==> src/design/sar_adc_defines.vh <==
// constants for the successive-approximation converter control block
// assumes an 8-bit wishbone register view in the low bits of a 32-bit bus
`ifndef SAR_ADC_DEFINES_VH
`define SAR_ADC_DEFINES_VH

// ==========================================
// register byte addresses
`define REG_RESULT_HIGH   4'h0
`define REG_RESULT_LOW    4'h4
`define REG_CONV_CONTROL  4'h8
`define REG_PORT_CONFIG   4'hC
`define REG_IRQ_STATUS    8'h10
`define REG_IRQ_MASK      8'h14

// ==========================================
// field positions
`define CTRL_MODULE_ON    0
`define CTRL_GO           2
`define CFG_REF_SELECT    0
`define CFG_FORMAT        5
`define CTRL_WMASK        8'hF1
`define CFG_WMASK         8'hEF
`define CTRL_RESET        8'h00
`define CFG_RESET         8'h00

// ==========================================
// timing
`define DIV_8             7'h07
`define DIV_32            7'h1F
`define DIV_64            7'h3F
`define RC_DIV            7'h0F
`define ACQ_TICKS         4'h2
`define RESULT_BITS       10

`endif

==> src/design/conv_clock_gen.v <==
// conversion tick generator: divided system clock or internal rc tick
// assumes rc_tick is a one-cycle pulse synchronous to clk
`timescale 1ns/10ps
`default_nettype none
`include "sar_adc_defines.vh"

module conv_clock_gen (
   // clock and reset
   input  wire       clk,
   input  wire       reset_n,
   // control
   input  wire       run,
   input  wire [1:0] clock_select,
   input  wire       rc_tick,
   // tick out
   output reg        tick
);
   reg [6:0] count;
   reg [6:0] limit;

   // ==========================================
   // divider limit per select code
   always @* begin
      case (clock_select)
         2'b00:   limit = `DIV_8;
         2'b01:   limit = `DIV_32;
         2'b10:   limit = `DIV_64;
         default: limit = `DIV_8;
      endcase
   end

   // counter clears when idle so each conversion on a divided clock starts with a full period
   always @(posedge clk or negedge reset_n) begin
      if (!reset_n) begin
         count <= 7'h00;
         tick  <= 1'b0;
      end else if (!run) begin
         count <= 7'h00;
         tick  <= 1'b0;
      end else if (clock_select == 2'b11) begin
         tick  <= rc_tick;
      end else if (count == limit) begin
         count <= 7'h00;
         tick  <= 1'b1;
      end else begin
         count <= count + 7'h01;
         tick  <= 1'b0;
      end
   end
endmodule
`default_nettype wire

==> src/design/sar_engine.v <==
// successive-approximation search over the held comparator level
// assumes comparator answers within one tick of dac_code change
`timescale 1ns/10ps
`default_nettype none
`include "sar_adc_defines.vh"

module sar_engine (
   // clock and reset
   input  wire       clk,
   input  wire       reset_n,
   // control
   input  wire       start,
   input  wire       tick,
   input  wire       compare_high,
   // results
   output reg  [9:0] dac_code,
   output reg  [9:0] result,
   output reg        busy,
   output reg        done
);
   reg [9:0] bit_mask;

   // ==========================================
   // trial bit kept when held level is above dac code
   always @(posedge clk or negedge reset_n) begin
      if (!reset_n) begin
         dac_code <= 10'h000;
         bit_mask <= 10'h000;
         result   <= 10'h000;
         busy     <= 1'b0;
         done     <= 1'b0;
      end else begin
         done <= 1'b0;
         if (start && !busy) begin
            busy     <= 1'b1;
            bit_mask <= 10'h200;
            dac_code <= 10'h200;
         end else if (busy && tick) begin
            if (bit_mask == 10'h001) begin
               result <= compare_high ? dac_code : (dac_code & ~bit_mask);
               busy   <= 1'b0;
               done   <= 1'b1;
            end else begin
               dac_code <= (compare_high ? dac_code : (dac_code & ~bit_mask)) | (bit_mask >> 1);
               bit_mask <= bit_mask >> 1;
            end
         end
      end
   end
endmodule
`default_nettype wire

==> src/design/sar_adc_control.v <==
// wishbone register front end and sequencer of the converter
// assumes analog mux, hold switch and comparator outside; classic wishbone
`timescale 1ns/10ps
`default_nettype none
`include "sar_adc_defines.vh"

module sar_adc_control #(
   parameter SIXTEEN_CHANNELS = 1
) (
   // system
   input  wire        clk,
   input  wire        reset_n,
   // wishbone slave
   input  wire        wb_cyc_i,
   input  wire        wb_stb_i,
   input  wire        wb_we_i,
   input  wire [7:0]  wb_adr_i,
   input  wire [3:0]  wb_sel_i,
   input  wire [31:0] wb_dat_i,
   output reg  [31:0] wb_dat_o,
   output reg         wb_ack_o,
   // analog front end
   input  wire        compare_high,
   input  wire        rc_tick,
   output reg  [3:0]  channel_select,
   output reg         sample_hold,
   output reg         module_on,
   output reg         ref_from_pins,
   output reg  [15:0] pin_analog_enable,
   output reg  [9:0]  dac_code,
   // interrupt
   output reg         irq
);
   // ==========================================
   // registers
   reg  [7:0] conversion_control;
   reg  [7:0] port_function_config;
   reg  [9:0] result_value;
   reg        conversion_done_flag;
   reg        irq_mask;
   reg  [1:0] acq_count;
   reg        start_req;

   wire [9:0] engine_code;
   wire [9:0] engine_result;
   wire       engine_busy;
   wire       engine_done;
   wire       tick;
   wire       access;
   wire       wr_lane0;
   wire       channel_ok;
   reg  [7:0] result_high_byte;
   reg  [7:0] result_low_byte;
   reg  [7:0] read_byte;
   reg  [15:0] next_pins;

   assign access   = wb_cyc_i && wb_stb_i && !wb_ack_o;
   assign wr_lane0 = access && wb_we_i && wb_sel_i[0];
   // on the small part a go is refused while the stored channel code is reserved; the code written with the go is not checked
   assign channel_ok = SIXTEEN_CHANNELS || (conversion_control[7:6] != 2'b11);

   // ==========================================
   // conversion tick and search engine
   conv_clock_gen u_clock (
      .clk          (clk),
      .reset_n      (reset_n),
      .run          (engine_busy),
      .clock_select (port_function_config[7:6]),
      .rc_tick      (rc_tick),
      .tick         (tick)
   );

   sar_engine u_engine (
      .clk          (clk),
      .reset_n      (reset_n),
      .start        (start_req),
      .tick         (tick),
      .compare_high (compare_high),
      .dac_code     (engine_code),
      .result       (engine_result),
      .busy         (engine_busy),
      .done         (engine_done)
   );

   // ==========================================
   // result justification
   always @* begin
      if (port_function_config[`CFG_FORMAT]) begin
         result_high_byte = {6'h00, result_value[9:8]};
         result_low_byte  = result_value[7:0];
      end else begin
         result_high_byte = result_value[9:2];
         result_low_byte  = {result_value[1:0], 6'h00};
      end
   end

   // pin map: config steps 1 to 6 each turn one more pin per bank digital; step 7 turns every pin digital
   always @* begin : pin_map
      integer i;
      next_pins = 16'h0000;
      for (i = 0; i < 8; i = i + 1) begin
         next_pins[i]     = (i < 8 - port_function_config[3:1]) || (port_function_config[3:1] == 3'h0);
         next_pins[i + 8] = next_pins[i];
      end
      if (port_function_config[3:1] == 3'h7)
         next_pins = 16'h0000;
   end

   // read mux; only the four documented registers plus irq pair
   always @* begin
      case (wb_adr_i)
         {4'h0, `REG_RESULT_HIGH}:  read_byte = result_high_byte;
         {4'h0, `REG_RESULT_LOW}:   read_byte = result_low_byte;
         {4'h0, `REG_CONV_CONTROL}: read_byte = {conversion_control[7:3], engine_busy | start_req,
                                                1'b0, conversion_control[0]};
         {4'h0, `REG_PORT_CONFIG}:  read_byte = port_function_config;
         `REG_IRQ_STATUS:           read_byte = {7'h00, conversion_done_flag};
         `REG_IRQ_MASK:             read_byte = {7'h00, irq_mask};
         default:                   read_byte = 8'h00;
      endcase
   end

   // ==========================================
   // bus slave: answers one cycle after the request, unmapped reads zero
   always @(posedge clk or negedge reset_n) begin
      if (!reset_n) begin
         wb_ack_o <= 1'b0;
         wb_dat_o <= 32'h0000_0000;
      end else begin
         wb_ack_o <= access;
         wb_dat_o <= access ? {24'h000000, read_byte} : 32'h0000_0000;
      end
   end

   // ==========================================
   // control and configuration registers
   always @(posedge clk or negedge reset_n) begin
      if (!reset_n) begin
         conversion_control   <= `CTRL_RESET;
         port_function_config <= `CFG_RESET;
         irq_mask             <= 1'b0;
      end else if (wr_lane0) begin
         case (wb_adr_i)
            {4'h0, `REG_CONV_CONTROL}: conversion_control   <= wb_dat_i[7:0] & `CTRL_WMASK;
            {4'h0, `REG_PORT_CONFIG}:  port_function_config <= wb_dat_i[7:0] & `CFG_WMASK;
            `REG_IRQ_MASK:             irq_mask             <= wb_dat_i[0];
            default:                   irq_mask             <= irq_mask;
         endcase
      end
   end

   // ==========================================
   // start: acquisition hold-off, then search
   always @(posedge clk or negedge reset_n) begin
      if (!reset_n) begin
         start_req   <= 1'b0;
         acq_count   <= 2'b00;
         sample_hold <= 1'b0;
      end else begin
         if (wr_lane0 && wb_adr_i == {4'h0, `REG_CONV_CONTROL} && wb_dat_i[`CTRL_GO]
             && wb_dat_i[`CTRL_MODULE_ON] && !engine_busy && !start_req && channel_ok) begin
            start_req <= 1'b1;
            acq_count <= 2'b00;
         end else if (start_req) begin
            acq_count <= acq_count + 2'b01;
            if (acq_count == `ACQ_TICKS - 4'h1)
               start_req <= 1'b0;
         end
         // hold capacitor isolated from the mux while converting
         sample_hold <= engine_busy | (start_req && acq_count != 2'b00);
      end
   end

   // ==========================================
   // result capture, flag and pin outputs
   always @(posedge clk or negedge reset_n) begin
      if (!reset_n) begin
         result_value         <= 10'h000;
         conversion_done_flag <= 1'b0;
         irq                  <= 1'b0;
         channel_select       <= 4'h0;
         module_on            <= 1'b0;
         ref_from_pins        <= 1'b0;
         pin_analog_enable    <= 16'h0000;
         dac_code             <= 10'h000;
      end else begin
         if (engine_done)
            result_value <= engine_result;
         // set wins over the clear on read
         if (engine_done)
            conversion_done_flag <= 1'b1;
         else if (access && !wb_we_i && wb_adr_i == `REG_IRQ_STATUS)
            conversion_done_flag <= 1'b0;
         irq               <= (conversion_done_flag | engine_done) & irq_mask;
         channel_select    <= conversion_control[7:4];
         module_on         <= conversion_control[`CTRL_MODULE_ON];
         ref_from_pins     <= port_function_config[`CFG_REF_SELECT];
         pin_analog_enable <= SIXTEEN_CHANNELS ? next_pins : (next_pins & 16'h0FFF);
         dac_code          <= engine_code;
      end
   end
endmodule
`default_nettype wire

==> config.mk <==
export PLATFORM = sky130hd
export DESIGN_NAME = sar_adc_control
export DESIGN_NICKNAME = d
export VERILOG_FILES = /design/src/design/conv_clock_gen.v /design/src/design/sar_engine.v /design/src/design/sar_adc_control.v
export VERILOG_INCLUDE_DIRS = /design/src /design/src/design
export SDC_FILE = /design/constraint.sdc
export NUM_CORES = 1
export LEC_CHECK = 0
export ABC_AREA = 1
export BUFFER_PORTS_ARGS = -buffer_cell sky130_fd_sc_hd__buf_2
export CELL_PAD_IN_SITES_DETAIL_PLACEMENT = 1
export CELL_PAD_IN_SITES_GLOBAL_PLACEMENT = 2
export CORE_MARGIN = 1.5
export CORE_UTILIZATION = 28
export CTS_BUF_LIST = sky130_fd_sc_hd__clkbuf_8 sky130_fd_sc_hd__clkbuf_16
export DETAILED_ROUTE_END_ITERATION = 8
export GPL_ROUTABILITY_DRIVEN = 0
export HOLD_SLACK_MARGIN = 0.05
export PLACE_DENSITY = 0.75
export REMOVE_ABC_BUFFERS = 1
export SLEW_MARGIN = 5
export SYNTH_ARGS = -nofsm -noshare
export SYNTH_HDL_FRONTEND = slang
export SYNTH_SLANG_ARGS = --single-unit
==> constraint.sdc <==
create_clock -name clk -period 1.4 [get_ports clk]
set_input_delay 0.07 -clock clk [delete_from_list [all_inputs] [get_ports clk]]
set_output_delay 0.07 -clock clk [all_outputs]
set_load 0.01 [all_outputs]
# ---- Yosys cells after proc, flatten, opt, wreduce, memory -nomap -nowiden
# Index checks and enable logic that the tools add are counted.
dict set report word_totals {
  register_bits 110
  in_bits 51
  out_inout_bits 67
  word_cells 127
}
dict set report op_classes {
  n_addsub 3
  magnitude_cmp 8
  eq_ne 14
  n_mux 32
  bitwise_logic 8
  n_reduce_logical 39
}
# cell count
set op_table {}
lappend op_table {{$lt 3x32->1 const A} 4}
lappend op_table {{$mux 10} 7}
lappend op_table {{$lt 1x32->1 const A} 2}
lappend op_table {{$lt 2x32->1 const A} 2}
lappend op_table {{$pmux 8 s6} 1}
lappend op_table {{$mux 8} 3}
lappend op_table {{$mux 7} 3}
lappend op_table {{$eq 8x4->1 const B} 2}
lappend op_table {{$eq 8x5->1 const B} 2}
lappend op_table {{$mux 16} 1}
lappend op_table {{$logic_and 1x1->1} 14}
lappend op_table {{$mux 1} 14}
lappend op_table {{$pmux 6 s2} 1}
lappend op_table {{$and 10x10->10} 1}
lappend op_table {{$eq 10x1->1 const B} 1}
lappend op_table {{$not 10->10} 1}
lappend op_table {{$or 10x9->10} 1}
lappend op_table {{$reduce_and 2->1} 5}
lappend op_table {{$reduce_bool 2->1} 5}
lappend op_table {{$eq 8x3->1 const B} 1}
lappend op_table {{$logic_not 8->1} 1}
lappend op_table {{$logic_or 1x1->1} 8}
lappend op_table {{$add 7x1->7 const B} 1}
lappend op_table {{$eq 7x6->1} 1}
lappend op_table {{14 further kinds} 22}

# ---- Longest topological paths before layout
# Gate-level depths: netlist (run 1).
dict set report logic_depth {
  ltp_word 10
  ltp_mapped 9
  mapped_depth_nobuf 9
}

# ---- Hierarchy
# From an unflattened synthesis (run 1), not the netlist that was laid out.
dict set report unflattened {
  hier_cells 597
  hier_area_um2 5031.1
}
# mod n_inst cells_each area_per_inst_um2 seq_area_each_um2
set by_module_without_submodules {}
lappend by_module_without_submodules {sar_adc_control 1 317 2905.3 1551.5}
lappend by_module_without_submodules {sar_engine 1 217 1630.3 800.8}
lappend by_module_without_submodules {conv_clock_gen 1 63 495.5 200.2}

# ---- Worst setup path after synthesis (run 1)
# Ideal clock, no wire load.
dict set report synth_timing {
  path_kind {register to register}
  startpoint {register port_function_config[1]}
  endpoint {register pin_analog_enable[10]}
  arrival_ns 1.385
  required_ns 1.259
  path_slack_ns -0.126
  path_stages_with_launch 8
  cell_sequence {dfrtp_1 > inv_1 > ha_1 > ha_1 > inv_1 > nand2_1 > o21ai_0 > o21ai_0}
}
dict set report synth_between {
  elab_chain_len 4
}
# element line_no
set synth_rtl {}
lappend synth_rtl {{from (decl)} sar_adc_control.v:37} ;# reg [7:0] port_function_config;
lappend synth_rtl {{from (signal assigned)} sar_adc_control.v:140} ;# port_function_config <= `CFG_RESET;
lappend synth_rtl {{from (signal assigned)} sar_adc_control.v:145} ;# {4'h0, `REG_PORT_CONFIG}: port_function_config <= wb_dat_i[7:0] & `CFG_WMASK;
lappend synth_rtl {{$sub 4x3->5} sar_adc_control.v:102} ;# next_pins[i] = (i < 8 - port_function_config[3:1]) || (port_function_config[3:1] == 3'h0);
lappend synth_rtl {{$lt 2x32->1} sar_adc_control.v:102}
lappend synth_rtl {{$logic_or 1x1->1} sar_adc_control.v:102}
lappend synth_rtl {{$mux 16 *} sar_adc_control.v:105} ;# if (port_function_config[3:1] == 3'h7)
lappend synth_rtl {{via next_pins[10]} sar_adc_control.v:55} ;# reg [15:0] next_pins;
lappend synth_rtl {{to (signal assigned)} sar_adc_control.v:198} ;# pin_analog_enable <= SIXTEEN_CHANNELS ? next_pins : (next_pins & 16'h0FFF);
lappend synth_rtl {{to (decl)} sar_adc_control.v:29} ;# output reg [15:0] pin_analog_enable,
# The timed path passes the listed nets; every way through them passes the cells marked *.
# A chain may end at the register's enable or synchronous reset.

# ---- Final worst setup path (run 1)
dict set report layout_timing {
  startpoint {register u_engine.bit_mask[1]}
  endpoint {register u_engine.result[2]}
}
dict set report layout_between {
  elab_chain_len 2
}
# element line_no
set layout_rtl {}
lappend layout_rtl {{from (decl)} sar_engine.v:21} ;# reg [9:0] bit_mask;
lappend layout_rtl {{from (signal assigned)} sar_engine.v:45} ;# bit_mask <= bit_mask >> 1;
lappend layout_rtl {{$eq 10x1->1} sar_engine.v:39} ;# if (bit_mask == 10'h001) begin
lappend layout_rtl {{$reduce_and 3->1 (no source line)} -}
lappend layout_rtl {{to (signal assigned)} sar_engine.v:40} ;# result <= compare_high ? dac_code : (dac_code & ~bit_mask);
lappend layout_rtl {{to (decl)} sar_engine.v:17} ;# output reg [9:0] result,
# No other way between the ends.

==> results of run 1 <==
worst max-delay path: stages (launching register included):
cell	delay (ps)
dfrtp_1	390
inv_2	70
nand2_2	60
nor3_4	220
nand3_4	150
buf_4	190
o21ai_1	140
nand2_1	70
final timing paths:
kind	from	endpoint	slack, ps	cells past startpoint
setup / recovery	u_engine.bit_mask[1]	u_engine.result[2]	-20	7
max in group asynchronous	reset_n	dac_code[2]	720	3
hold reg to reg	u_engine.dac_code[7]	dac_code[7]	410	0
hold / removal	rc_tick	u_clock.tick	60	3
setup reg to reg	u_engine.bit_mask[1]	u_engine.result[2]	-20	7
min in group asynchronous	reset_n	u_clock.count[5]	120	2
cell usage in the layout (no fill, tap or decap), drive strengths merged, types with 2 or more instances in the layout:
master       netlist  layout
a21oi              6       6
buf               44     133
bufinv             0       2
clkbuf             4      10
clkinvlp           0       2
conb               1      24
dfrtp            102     102
dlygate4sd3        0      10
ha                10      10
inv               75      77
nand2            170     172
nand3             52      52
nand4              8       8
nor2              41      41
nor3               3       3
o211ai             9       9
o21ai             45      45
o31ai              3       3
xnor2              2       2
registers in the layout (all words and copies together) (netlist names), 2 cells and up:
name                  count
acq_count                 2
channel_select            4
conversion_control        5
dac_code                 10
pin_analog_enable         8
port_function_config      7
result_value             10
u_clock.count             7
u_engine.bit_mask        10
u_engine.dac_code        10
u_engine.result          10
wb_dat_o                  8
Yosys cell counts (5+ instances only):
master	number	area share [%]
o21ai_1	12	1.2
buf_2	5	0.51
nand2_2	8	1.0
o21ai_0	30	3.0
nor2_2	5	0.63
ha_1	10	2.5
dfrtp_1	102	52
inv_2	6	0.45
nand3_1	51	5.2
nor2_1	32	2.4
o211ai_1	9	1.4
nand4_1	8	1.0
nand2_1	160	12
buf_4	37	5.6
inv_1	69	5.2
metal layers:
metal  track usage [%]  up-vias  share of wire [%]
met5                 0        -                  0
met4              5.14        0                1.8
met3              3.17       17                3.0
met2              26.3       62                 51
met1              17.0     2029                 44
li1                  -     2031                  -
cell families (layout without fill, tap and decap cells):
kind of cell             Yosys count  count (layout)  synth area share, %
adder cells (fa/ha/maj)           10              10                 2.53
flip-flops                       102             102                 51.5
AND/OR/NAND/NOR                  275             277                 24.8
XOR/XNOR                           3               3                0.531
other                              1              24               0.0757
AO/OA/AOI/OAI                     64              64                 7.63
multiplexers                       1               1                0.202
buffers and inverters            123             234                 12.7
repair_timing:
action | CTS | global route
gates resized for setup | 17 | 49
setup endpoints to repair | 25 | 57
gates cloned | 0 | 2
endpoints found under the hold margin | 115 | 0
setup buffers | 8 | 15
hold buffers | 10 | 0
pin swaps | 10 | 12
report_power, final:
group | internal [mW] | switching, mW
logic | 0.221 | 0.360
clock network | 1.60 | 1.10
registers | 3.05 | 0.0640
area by class of cell:
| cell class | count | area, um2 |
|---|---|---|
| Tap cell | 225 | 282 |
| Timing Repair Buffer | 143 | 1030 |
| Fill cell | 2044 | 10800 |
| Sequential cell | 102 | 2550 |
| Clock buffer | 10 | 239 |
| Multi-Input combinational cell | 379 | 2060 |
| Clock inverter | 6 | 78.8 |
| Inverter | 75 | 290 |
==> flow_summary.json, run 1 <==
{
  "outcome": "finished, violations left",
  "failed_checks": "setup timing",
  "cts_sinks": 102,
  "hold_violations": 0,
  "hold_path_class": "in2reg",
  "number_of_drc_violations_after_detailed_routing_iteration_0": 91,
  "start_kind": "flip-flop",
  "placedInstanceArea_um2": 5680,
  "ctsLongestPathBuffers": 2,
  "wl_per_cell_um": 13.9,
  "asr_flop_ratio_synth_pct": 100,
  "coreArea_um2": 17300,
  "tritoncts": "built",
  "post_route_ant_nets": 0,
  "timing.final.setup_violations": 9,
  "floorplan.die.height_um": 136,
  "grt_pass1_wl_mm": 21.2,
  "timing.critical_path.required_ps": 1640,
  "grtUsageTotal_pct": 14.6,
  "ws_path_type": "reg2reg",
  "max_cap_violations": 0,
  "syn-cell-area_um2": 4950,
  "syn2layout_area_growth_pct": 31.9,
  "port_buffers": 66,
  "routed_vias": 4139,
  "antenna_violations_before_repair": 0,
  "tot_pwr_mw": 6.39,
  "synth_unique_cells": 35,
  "yosys_warnings": 0,
  "die-width_um": 136,
  "vias_per_cell": 4.40,
  "worst_ir_drop_on_vdd_mv": 0.663,
  "htreeDepth": 3,
  "worstPathArrival_ps": 1650,
  "initial_utilization_pct": 28.6,
  "final.setup_skew_ps": 6.23,
  "cellPowerDensity_nw_per_um2": 978,
  "utilization_pct": 37.8,
  "yosys_register_bits": 102,
  "cts_inserted_buffers": 9,
  "dp_worst_setup_slack_ps": -91.9,
  "synth.avg_cell_area_um2": 8.55,
  "final.setup.worst_slack_ps": -18.5,
  "hpwl_after_dpl_mm": 9.42,
  "fin_tns_setup_ps": -66.8,
  "cell_count_after_synthesis": 579,
  "clk_latency_ps": 350,
  "sequential_element_share_of_the_synthesized_area_pct": 51.5,
  "instances_no_fill": 940,
  "antenna-diode-count": 0,
  "synthFlopType": "dfrtp_1",
  "number_of_global_route_vias_before_repair": 4411,
  "rsz0062_at_grt": "yes",
  "final.min_clock_period_ps": 1420,
  "cp_max_fo": 6,
  "final_max_slew_viol_count": 0,
  "drcViolationCount": 0,
  "io-pin-count": 118,
  "leakage_nw": 3.30,
  "final_cell_area_um2": 6530,
  "row_count": 48,
  "grt_max_degree": 43,
  "hold_slack_ps": 59.8,
  "fin_nets": 771,
  "finalCritPeriodShare_pct": 101,
  "drive_above_1_share_pct": 30.9,
  "ctsRootBufferMaster": "clkbuf_16",
  "synth_enable_flop_cells": 0,
  "dpl.cell_count": 889,
  "clock_transition_at_the_registers_of_the_reported_paths_ps": 70,
  "grt-ovfl-total": 0,
  "drt_wl_total_mm": 13.0,
  "number_of_iterations_in_the_first_detailed_routing_pass": 4,
  "upper_clock_frequency_limit_mhz": 705,
  "crit_path_end_kind": "flip-flop",
  "design.die.area_um2": 18500
}
Power figures use the tool's default switching activity.
==> inputs of run 2 (changes only) <==
--- a/config.mk
+++ b/config.mk
@@ -12,10 +12,9 @@
 export CELL_PAD_IN_SITES_GLOBAL_PLACEMENT = 2
 export CORE_MARGIN = 1.5
 export CORE_UTILIZATION = 28
-export CTS_BUF_LIST = sky130_fd_sc_hd__clkbuf_8 sky130_fd_sc_hd__clkbuf_16
 export DETAILED_ROUTE_END_ITERATION = 8
 export GPL_ROUTABILITY_DRIVEN = 0
-export HOLD_SLACK_MARGIN = 0.05
+export HOLD_SLACK_MARGIN = 0.08
 export PLACE_DENSITY = 0.75
 export REMOVE_ABC_BUFFERS = 1
 export SLEW_MARGIN = 5
==> run 2 against run 1 <==
Compared with the run above:
- the run still ends with setup timing left
- total power grew 0.78%
- clock skew rose by 2.5 ps
- die area unchanged
- count of clock-buffer cells in the layout is 3 higher
- setup slack lost 45 ps
- critical path type unchanged
- final area is 1.0% higher
- register-to-register slack worse by 40 ps
- global-route usage about the same
- first-iteration DRC count is 1.1% lower
- fmax fell by 3.0%
==> flow_summary.json, run 2 (same netlist as run 1, synthesis figures left out) <==
{
  "design.die.area_um2": 18500,
  "drt_wl_total_mm": 13.3,
  "clock_transition_at_the_registers_of_the_reported_paths_ps": 70,
  "number_of_iterations_in_the_first_detailed_routing_pass": 4,
  "dpl.cell_count": 889,
  "cp_max_fo": 5,
  "crit_path_end_kind": "flip-flop",
  "failed_checks": "setup timing",
  "final.setup.worst_slack_ps": -63.0,
  "fin_nets": 773,
  "finalCritPeriodShare_pct": 105,
  "htreeDepth": 3,
  "grtUsageTotal_pct": 14.6,
  "upper_clock_frequency_limit_mhz": 684,
  "timing.final.setup_violations": 31,
  "final_max_slew_viol_count": 0,
  "tot_pwr_mw": 6.44,
  "number_of_global_route_vias_before_repair": 4410,
  "most-common-layout-cells": "nand2_1 (149), dfrtp_1 (102), buf_2 (65)",
  "tritoncts": "built",
  "wl_per_cell_um": 14.1,
  "placedInstanceArea_um2": 5680,
  "cts_inserted_buffers": 9,
  "leakage_nw": 3.30,
  "initial_utilization_pct": 28.6,
  "port_buffers": 66,
  "multi_input_area_um2": 2100,
  "drcViolationCount": 0,
  "instances_no_fill": 942,
  "ctsRootBufferMaster": "clkbuf_16",
  "regArea_um2": 2550,
  "hold_violations": 0,
  "clk_latency_ps": 350,
  "grt-ovfl-total": 0,
  "final_common_cell": "nand2_1",
  "ws_path_type": "reg2reg",
  "rsz0062_at_grt": "yes",
  "hpwl_after_dpl_mm": 9.42,
  "final.setup_skew_ps": 8.72,
  "floorplan.die.height_um": 136,
  "antenna-diode-count": 0,
  "hold_slack_ps": 120,
  "ctsLongestPathBuffers": 2,
  "regToRegSetupSlack_ps": -60,
  "coreArea_um2": 17300,
  "hold_path_class": "in2async",
  "max_cap_violations": 0,
  "worstPathArrival_ps": 1700,
  "number_of_drc_violations_after_detailed_routing_iteration_0": 90,
  "cellPowerDensity_nw_per_um2": 975,
  "drive_above_1_share_pct": 31.9,
  "worst_ir_drop_on_vdd_mv": 0.665,
  "io-pin-count": 118,
  "post_route_ant_nets": 0,
  "start_kind": "flip-flop",
  "utilization_pct": 38.2,
  "syn2layout_area_growth_pct": 33.3,
  "timing.critical_path.required_ps": 1640,
  "grt_max_degree": 43,
  "outcome": "finished, violations left",
  "cts_sinks": 102,
  "vias_per_cell": 4.43,
  "grt_pass1_wl_mm": 21.2,
  "fill_cells": 2040,
  "final_cell_area_um2": 6600,
  "antenna_violations_before_repair": 0,
  "routed_vias": 4177,
  "final.min_clock_period_ps": 1460,
  "row_count": 48,
  "die-width_um": 136
}
run 2: cell types whose count changed in the layout (fill, tap and decap cells not counted), moves of 3 or more:
cell / delta
nand3_1: -6
nand3_2: +5
inv_1: -4
clkbuf_1: +3
run 2: per-stage QoR:
stage / setup slack, ps / setup TNS [ps]
after floorplan: -229 / -6070
after global placement: -30.9 / -128
after detailed placement: -91.9 / -684
after CTS: -15.4 / -29.6
after global routing: -139 / -3490
final: -63.0 / -879
run 2: area by class of cell:
type                            instances  share of cell area, %
Clock inverter                          3                   1.02
Clock buffer                           13                   3.79
Inverter                               75                   4.34
Timing Repair Buffer                  144                   16.1
Sequential cell                       102                   38.7
Tap cell                              225                   4.26
Multi-Input combinational cell        380                   31.8
run 2: power by group:
group          leakage [nW]  switching [mW]  total, mW  internal (mW)
Sequential             1.23          0.0648       3.11           3.05
Combinational          1.92           0.371      0.598          0.227
Clock                 0.150            1.11       2.73           1.62
run 2: final timing paths:
path | cells after the start | endpoint | start
max | 5 | u_engine.bit_mask[0] | u_engine.bit_mask[6]
min | 2 | u_clock.count[5] | reset_n
max reg2reg | 5 | u_engine.bit_mask[0] | u_engine.bit_mask[6]
min reg2reg | 0 | dac_code[7] | u_engine.dac_code[7]
max in group asynchronous | 3 | dac_code[2] | reset_n
min in group clk | 5 | u_engine.dac_code[9] | compare_high
run 2: worst max-delay path, stage by stage, from the launching register on:
cell	delay, ps
dfrtp_1	390
nor2_1	360
nand3_4	250
clkbuf_16	230
nand4_1	70
nand2_1	50
run 2: routing by layer:
layer	vias up	global-route usage (%)	wire, um
met2	73	26.3	6770
met1	2048	17.1	5820
met5	-	0	0
li1	2039	-	-
met4	0	5.14	229
met3	17	3.17	433
run 2: timing repair:
action                                  CTS  global route
pin swaps                                11            20
endpoints found under the hold margin   117             0
endpoints found under the setup margin   25            56
gates resized for setup                  22            53
hold buffers                             11             0
setup buffers                             8            12
cloned                                    0             6
